[config.mk]
export PLATFORM = sky130hd
export DESIGN_NAME = bps_supervisor
export DESIGN_NICKNAME = d
export VERILOG_FILES = /design/src/logic/bps_filter.v /design/src/logic/bps_supervisor.v
export VERILOG_INCLUDE_DIRS = /design/src /design/src/logic
export SDC_FILE = /design/constraint.sdc
export NUM_CORES = 1
export LEC_CHECK = 0
export BUFFER_PORTS_ARGS = -buffer_cell sky130_fd_sc_hd__buf_2
export CAP_MARGIN = 15
export CORE_UTILIZATION = 41
export CTS_CLUSTER_DIAMETER = 60
export DETAILED_ROUTE_END_ITERATION = 7
export GPL_TIMING_DRIVEN = 0
export SLEW_MARGIN = 20
export SYNTH_ARGS = -nofsm -noshare
export SYNTH_HDL_FRONTEND = slang
export SYNTH_SLANG_ARGS = --single-unit
[constraint.sdc]
create_clock -name clk_sys -period 3.6 [get_ports clk_sys]
set_clock_uncertainty 0.05 [all_clocks]
set_input_delay 0 -clock clk_sys [delete_from_list [all_inputs] [get_ports clk_sys]]
set_output_delay 0 -clock clk_sys [all_outputs]
set_load 0.01 [all_outputs]
[src/logic/bps_defines.vh]
`ifndef BPS_DEFINES_VH
`define BPS_DEFINES_VH

// Clock rate in kHz (200 MHz system clock)
`define BPS_CLK_KHZ           200000
// Filter, blanking and auto-recovery times in microseconds
`define BPS_BULK_FILT_US      20
`define BPS_OVP_FILT_US       10
`define BPS_OTP_FILT_US       40
`define BPS_OTP_BLANK_US      1000
`define BPS_AUTOREC_US        100000
// Derived cycle counts (least times, rounded up)
`define BPS_BULK_FILT_CYC     ((`BPS_BULK_FILT_US * `BPS_CLK_KHZ + 999) / 1000)
`define BPS_OVP_FILT_CYC      ((`BPS_OVP_FILT_US * `BPS_CLK_KHZ + 999) / 1000)
`define BPS_OTP_FILT_CYC      ((`BPS_OTP_FILT_US * `BPS_CLK_KHZ + 999) / 1000)
`define BPS_OTP_BLANK_CYC     ((`BPS_OTP_BLANK_US * `BPS_CLK_KHZ + 999) / 1000)
`define BPS_AUTOREC_CYC       ((`BPS_AUTOREC_US * `BPS_CLK_KHZ + 999) / 1000)
// Counter width shared by all timers
`define BPS_CNT_W             25
// Fault states, one-hot
`define BPS_ST_W              3
`define BPS_ST_RUN            3'h1
`define BPS_ST_AUTO           3'h2
`define BPS_ST_LATCH          3'h4

`endif

[src/logic/bps_filter.v]
`timescale 1ns/1ps
`default_nettype none
`include "bps_defines.vh"

// Debounce: output follows input only after it has been stable for cycles
module bps_filter (
   input  wire                  clk_sys,
   input  wire                  rst_n,
   input  wire [`BPS_CNT_W-1:0] cycles,
   input  wire                  din,
   output reg                   dout
);

   reg [`BPS_CNT_W-1:0] count;

   always @(posedge clk_sys or negedge rst_n) begin
      if (!rst_n) begin
         count <= {`BPS_CNT_W{1'b0}};
         dout  <= 1'b0;
      end else if (din == dout) begin
         count <= {`BPS_CNT_W{1'b0}};
      end else if (count >= cycles - 1'b1) begin
         count <= {`BPS_CNT_W{1'b0}};
         dout  <= din;
      end else begin
         count <= count + 1'b1;
      end
   end

endmodule
`default_nettype wire

[src/logic/bps_supervisor.v]
`timescale 1ns/1ps
`default_nettype none
`include "bps_defines.vh"

module bps_supervisor #(
   parameter OVP_LATCH     = 1'b1,
   parameter OTP_LATCH     = 1'b1,
   parameter AUTOREC_CYC   = `BPS_AUTOREC_CYC,
   parameter OTP_BLANK_CYC = `BPS_OTP_BLANK_CYC
) (
   input  wire clk_sys,
   input  wire rst_n,
   input  wire bulkCmp,
   input  wire overVoltCmp,
   input  wire overTempCmp,
   input  wire supplyAboveStart,
   input  wire supplyAboveStop,
   input  wire skipActive,
   input  wire offModeActive,
   output reg  hysteresisSink,
   output reg  bulkDischarge,
   output reg  tempSenseOn,
   output reg  tempSenseBoost,
   output reg  protectionEnable,
   output reg  runAllowed,
   output reg  selfSupplyCycling,
   output reg  faultLatched,
   output reg  faultAutoRec
);

   // rst_n is held while supply is under the reset level, so reset
   // itself is the only way out of the latched state.
   localparam [`BPS_CNT_W-1:0] BULK_CYC = `BPS_BULK_FILT_CYC;
   localparam [`BPS_CNT_W-1:0] OVP_CYC  = `BPS_OVP_FILT_CYC;
   localparam [`BPS_CNT_W-1:0] OTP_CYC  = `BPS_OTP_FILT_CYC;
   localparam [`BPS_CNT_W-1:0] AR_CYC   = AUTOREC_CYC;
   localparam [`BPS_CNT_W-1:0] BLK_CYC  = OTP_BLANK_CYC;

   reg  [8:0] syncA;
   reg  [8:0] syncB;
   wire [8:0] rawIn;
   assign rawIn = {2'h0, offModeActive, skipActive, supplyAboveStop, supplyAboveStart,
                   overTempCmp, overVoltCmp, bulkCmp};

   genvar i;
   generate
      for (i = 0; i < 9; i = i + 1) begin : gSync
         always @(posedge clk_sys or negedge rst_n) begin
            if (!rst_n) begin
               syncA[i] <= 1'b0;
               syncB[i] <= 1'b0;
            end else begin
               syncA[i] <= rawIn[i];
               syncB[i] <= syncA[i];
            end
         end
      end
   endgenerate

   wire sBulk  = syncB[0];
   wire sOvp   = syncB[1];
   wire sOtp   = syncB[2];
   wire sStart = syncB[3];
   wire sStop  = syncB[4];
   wire sSkip  = syncB[5];
   wire sOff   = syncB[6];

   wire bulkGood;
   wire ovpFilt;
   wire otpFilt;

   bps_filter uBulk (
      .clk_sys (clk_sys),
      .rst_n   (rst_n),
      .cycles  (BULK_CYC),
      .din     (sBulk),
      .dout    (bulkGood)
   );

   bps_filter uOvp (
      .clk_sys (clk_sys),
      .rst_n   (rst_n),
      .cycles  (OVP_CYC),
      .din     (sOvp),
      .dout    (ovpFilt)
   );

   // Blanking masks the raw comparator before its filter, so the filter
   // starts fresh when blanking ends instead of firing at once.
   reg  blanking;
   bps_filter uOtp (
      .clk_sys (clk_sys),
      .rst_n   (rst_n),
      .cycles  (OTP_CYC),
      .din     (sOtp & ~blanking),
      .dout    (otpFilt)
   );

   reg started;
   reg prevBulk;
   reg prevStop;
   reg prevSkip;
   reg prevOff;
   reg [`BPS_ST_W-1:0]  state;
   reg [`BPS_ST_W-1:0]  next_state;
   reg [`BPS_CNT_W-1:0] arCount;
   reg [`BPS_CNT_W-1:0] blankCount;
   reg arDone;

   wire startEvt  = sStart & ~started;
   wire bulkRise  = bulkGood & ~prevBulk;
   wire bulkFall  = ~bulkGood & prevBulk;
   wire stopFall  = ~sStop & prevStop;
   wire skipExit  = ~sSkip & prevSkip;
   wire skipEnter = sSkip & ~prevSkip;
   wire offExit   = ~sOff & prevOff;
   wire offEnter  = sOff & ~prevOff;
   // A filtered fault counts only while the comparator still reports it,
   // so the slow release of the filter cannot re-trip an auto-recovery restart.
   // Limitation: a fault that returns within one filter time is not re-filtered.
   wire ovpFault  = ovpFilt & sOvp;
   wire otpFault  = otpFilt & sOtp & ~blanking;
   wire inWindow  = ~ovpFault & ~otpFault;
   wire faultHit  = protectionEnable & ~inWindow & (state == `BPS_ST_RUN);
   wire doLatch   = (ovpFault & OVP_LATCH) | (otpFault & ~ovpFault & OTP_LATCH);

   always @* begin
      next_state = state;
      arDone     = 1'b0;
      case (state)
         `BPS_ST_RUN: begin
            if (faultHit) begin
               next_state = doLatch ? `BPS_ST_LATCH : `BPS_ST_AUTO;
            end
         end
         `BPS_ST_AUTO: begin
            if (arCount >= AR_CYC - 1'b1) begin
               next_state = `BPS_ST_RUN;
               arDone     = 1'b1;
            end
         end
         `BPS_ST_LATCH: begin
            next_state = `BPS_ST_LATCH;
         end
         default: begin
            next_state = `BPS_ST_RUN;
         end
      endcase
   end

   wire enSet = startEvt | bulkRise | arDone | skipExit | offExit;
   wire enClr = stopFall | bulkFall | faultHit | skipEnter | offEnter;

   // Edge history and fault state
   always @(posedge clk_sys or negedge rst_n) begin
      if (!rst_n) begin
         started  <= 1'b0;
         prevBulk <= 1'b0;
         prevStop <= 1'b0;
         prevSkip <= 1'b0;
         prevOff  <= 1'b0;
         state    <= `BPS_ST_RUN;
      end else begin
         prevBulk <= bulkGood;
         prevStop <= sStop;
         prevSkip <= sSkip;
         prevOff  <= sOff;
         state    <= next_state;
         if (startEvt) begin
            started <= 1'b1;
         end
      end
   end

   // Auto-recovery timer runs only while waiting to restart
   always @(posedge clk_sys or negedge rst_n) begin
      if (!rst_n) begin
         arCount <= {`BPS_CNT_W{1'b0}};
      end else if (next_state == `BPS_ST_AUTO) begin
         arCount <= arCount + 1'b1;
      end else begin
         arCount <= {`BPS_CNT_W{1'b0}};
      end
   end

   // Discharge held until first start level crossing
   always @(posedge clk_sys or negedge rst_n) begin
      if (!rst_n) begin
         bulkDischarge  <= 1'b1;
         hysteresisSink <= 1'b0;
      end else begin
         bulkDischarge  <= ~(started | startEvt);
         hysteresisSink <= (started | startEvt) & ~bulkGood;
      end
   end

   // Set wins over clear when both arrive in one cycle
   always @(posedge clk_sys or negedge rst_n) begin
      if (!rst_n) begin
         protectionEnable <= 1'b0;
      end else if (enSet) begin
         protectionEnable <= 1'b1;
      end else if (enClr) begin
         protectionEnable <= 1'b0;
      end
   end

   // Each enable restarts blanking, so a restart never sees a stale cap charge
   always @(posedge clk_sys or negedge rst_n) begin
      if (!rst_n) begin
         tempSenseOn <= 1'b0;
         blanking    <= 1'b0;
         blankCount  <= {`BPS_CNT_W{1'b0}};
      end else if (enClr & ~enSet) begin
         tempSenseOn <= 1'b0;
         blanking    <= 1'b0;
      end else if (enSet) begin
         tempSenseOn <= 1'b1;
         blanking    <= 1'b1;
         blankCount  <= {`BPS_CNT_W{1'b0}};
      end else if (blanking) begin
         if (blankCount >= BLK_CYC - 1'b1) begin
            blanking <= 1'b0;
         end else begin
            blankCount <= blankCount + 1'b1;
         end
      end
   end

   // Boost current only while the filter cap charges
   always @(posedge clk_sys or negedge rst_n) begin
      if (!rst_n) begin
         tempSenseBoost <= 1'b0;
      end else begin
         tempSenseBoost <= (enSet | blanking) & ~(enClr & ~enSet);
      end
   end

   always @(posedge clk_sys or negedge rst_n) begin
      if (!rst_n) begin
         runAllowed <= 1'b0;
      end else begin
         runAllowed <= started & bulkGood & inWindow & sStop & ~sSkip & ~sOff
                       & (next_state == `BPS_ST_RUN);
      end
   end

   // Mode outputs follow the next state so they line up with runAllowed
   always @(posedge clk_sys or negedge rst_n) begin
      if (!rst_n) begin
         selfSupplyCycling <= 1'b0;
         faultLatched      <= 1'b0;
         faultAutoRec      <= 1'b0;
      end else begin
         selfSupplyCycling <= (next_state != `BPS_ST_RUN) | sOff;
         faultLatched      <= (next_state == `BPS_ST_LATCH);
         faultAutoRec      <= (next_state == `BPS_ST_AUTO);
      end
   end

endmodule
`default_nettype wire

==> flow_summary_export.csv <==
group,metric,value,unit
global_routing,grt_pass1_vias,4262,
power_and_ir_drop,ir_worst_vdd,0.3099,mV
sta,max_freq,414.5,MHz
clock_network,cts_sinks,160,
sta,setup_violations,0,
yosys,synth_top_area_share,62.64,%
routing,via_per_inst,4.843,
setup_path,worstPathArrival,2.64,ns
setup_path,cp_max_fo,10,
yosys,yosysSeqAreaShare,63.47,%
sta,fin_crit_sh,67.01,%
power_and_ir_drop,p_per_area,508.9,nW/um2
sta,setup_tns,0,ns
sta,tightest_slew,0.7093,ns
setup_path,cp-end-kind,"flip-flop",
yosys,yosys_register_bits,160,
clock_network,insertion_delay,0.42,ns
clock_network,cts_buffers,17,
setup_path,required,3.83,ns
yosys,ys_warn_count,0,
routing,wl_per_cell,12.70,um
clock_network,cts_root_buf,"clkbuf_16",
sta,slew_violations,0,
setup_path,reg2reg_slack,1.19,ns
setup_path,cp_top_family,"compound AO/OA/AOI/OAI gates",
clock_network,ctsResizeCount,0,
power_and_ir_drop,p_leak,3.292,nW
clock_network,cts_setup_buffers,0,
placement,place_hpwl,7125,um
layout,instances_no_fill,835,
floorplan,fp.dieW,126.1,um
floorplan,initial_core_util,42.78,%
placement,gp_congestion,0.7678,
setup_path,crit_buf_inv,2,
global_routing,track_usage,15.26,%
global_routing,antenna_found_initial,0,
floorplan,die_y,126.1,um
setup_path,reg2reg_depth,7,
clock_network,cts_hold_buf,8,
yosys,async_reset_ff_share,100.0,%
layout,syn2layout_area_growth,18.04,%
yosys,synth_top_area_cell,"dfrtp_1",
min_path,min_path_type,"input port to async pin",
yosys,syn_area,6312,um2
sta,rsz0062_at_grt,"false",
yosys,synthDistinctLibCells,46,
routing,first_iter_violations,223,
setup_path,max_stage_delay,0.58,ns
setup_path,r2r-start,"arCount[17]",
yosys,yosys-top-cells-count,"dfrtp_1 (158), nor2_1 (88), nand2_1 (44), xor2_1 (37), nand3_1 (31)",
sta,finalWorstPathRequiredPeriod,2.413,ns
routing,first_pass_iters,4,
yosys,yosysMostFrequentCell,"dfrtp_1",
global_routing,grt_pass1_wl,19330,um
setup_path,critical_path_class,"flip-flop to flip-flop",
layout,final_nets,654,
flow_run,maxCapViolCount,0,
placement,dpl.cell_count,795,
routing,wirelength,10600,um
clock_network,htreeDepth,4,
setup_path,worstReg2RegEnd,"arCount[16]",
placement,io_buffer_count,17,
clock_network,cts_tree,"yes",
floorplan,io_pins,18,
status,status,"completed",
clock_network,cts.clk_slew.worst_paths,0.06,ns
sta,hold_violations,0,
setup_path,critPathLaunchType,"flip-flop",
floorplan,row_count,44,
yosys,syn_area_per_cell,11.37,um2
layout,num_antenna_cells,0,
routing,postRouteAntennaNets,0,
yosys,yosys-top-cells-area,"dfrtp_1 (63%), nor2_1 (5.2%), xor2_1 (5.1%), xnor2_1 (2.8%), nand2_1 (2.6%)",
floorplan,dieArea,15900,um2
yosys,syn-instance-count,555,
clock_network,clockBufferDepth,2,
setup_path,crit_chain,"clkbuf_1, nor2_1, nand4_1, o31a_1, o21ai_1, clkbuf_1, nor2_1",
floorplan,core,14750,um2
sta,maxSlewHeadroom,52.39,%
routing,drcViolationCount,0,
yosys,synth_edf_count,0,
global_routing,grt_max_degree,104,
setup_path,cp_slowest_cell,"o21ai_1",
layout,drive_gt1_share,8.909,%
yosys,synth_ff_type,"dfrtp_1",
global_routing,overflow,0,
routing,via_count,4044,
state kept, by name, indices dropped and copies added, names as in the netlist, 3 cells and up:
| name | count |
|---|---|
| blankCount | 25 |
| arCount | 25 |
| uOtp.count | 25 |
| uOvp.count | 25 |
| state | 3 |
| uBulk.count | 25 |
| syncA | 7 |
per-stage QoR:
step                cell area [um2]  util, %  total power (W)  setup WS [ns]  hold slack (ns)
floorplan                      6455        -         0.002016          1.440          -0.3456
global placement               6770    45.89         0.002096         0.2681          0.05783
detailed placement             6808    46.14         0.002108          1.157          -0.1025
CTS                            7451    50.50         0.003838          1.160          0.04446
global route                   7451    50.50         0.003936         0.9163          0.07060
finish                         7451    50.50         0.003792          1.187          0.03477
placed cells by master, fill, tap and decap left out, types with 3 or more instances in the layout:
cell           netlist  final
xnor2_1             20     20
nor3_1              13     13
nand2b_1             5      5
dfrtp_1            158    158
o21ai_0              3      3
o21a_1               6      6
mux2_2               3      3
and3_1              10     10
o2111ai_1            3      3
nand2_1             44     44
and2_1              10     10
o21ai_1              7      7
nor2b_1              4      4
nand3_1             31     31
or4_1                4      4
xor2_1              37     37
nor2_1              88     88
ha_1                 7      7
nand4_1              9      9
clkbuf_1             8     14
a31oi_1              5      5
clkbuf_16            0     17
clkinv_2             0      4
and4_1               7      7
dlygate4sd3_1        0      8
inv_1               13     13
or3_1                6      6
a21oi_1             13     13
a211o_1              3      3
nor4_1              14     14
conb_1               1     39
buf_2                0     16
layout make-up:
cell class | instances | area, um2
fillers | 1311 | 7303
flip-flops and latches | 160 | 4006
multi-input cells | 410 | 2355
clock buffers | 25 | 475.5
well taps | 184 | 230.2
repair buffers | 26 | 202.7
clock inverters | 7 | 87.58
inverters | 13 | 48.80
plain buffers | 10 | 45.04
per-layer routing:
layer	part of all wire (%)	vias up	track usage, %	wire length, um
met1	49	1974	19.78	5181
met2	48	36	24.73	5127
met4	0.83	0	6.591	88
met5	0	-	0	0
met3	1.9	7	3.356	206
li1	-	2027	-	-
power breakdown:
group          internal (W)  switching, W
clock network       0.00105      0.000661
logic             0.0000669      0.000113
registers           0.00187     0.0000317
total               0.00299      0.000806
cells by family after synthesis:
family | count (synthesis) | share of synthesized area [%]
AOI/OAI and AO/OA | 51 | 5.471
xor gates and xnor gates | 57 | 7.909
adders and majority gates | 7 | 1.387
buffers and inverters | 23 | 1.487
DFF | 160 | 63.47
muxes | 4 | 0.6937
other | 1 | 0.05941
and+or+nand+nor | 252 | 19.52
worst max-delay path by stage:
| stage | cells after the start | slack [ns] | start | to |
|---|---|---|---|---|
| 2_1_floorplan | 6 | 1.44 | blankCount[15] | blankCount[1] |
| 3_3_place_gp | 1 | 0.27 | rst_n | uOtp.count[7] |
| 3_5_place_dp | 7 | 1.16 | arCount[17] | arCount[16] |
| 4_1_cts | 7 | 1.16 | arCount[17] | arCount[16] |
| 5_1_grt | 7 | 0.92 | arCount[17] | arCount[11] |
| 6_report | 7 | 1.19 | arCount[17] | arCount[16] |
Power figures use the tool's default switching activity.
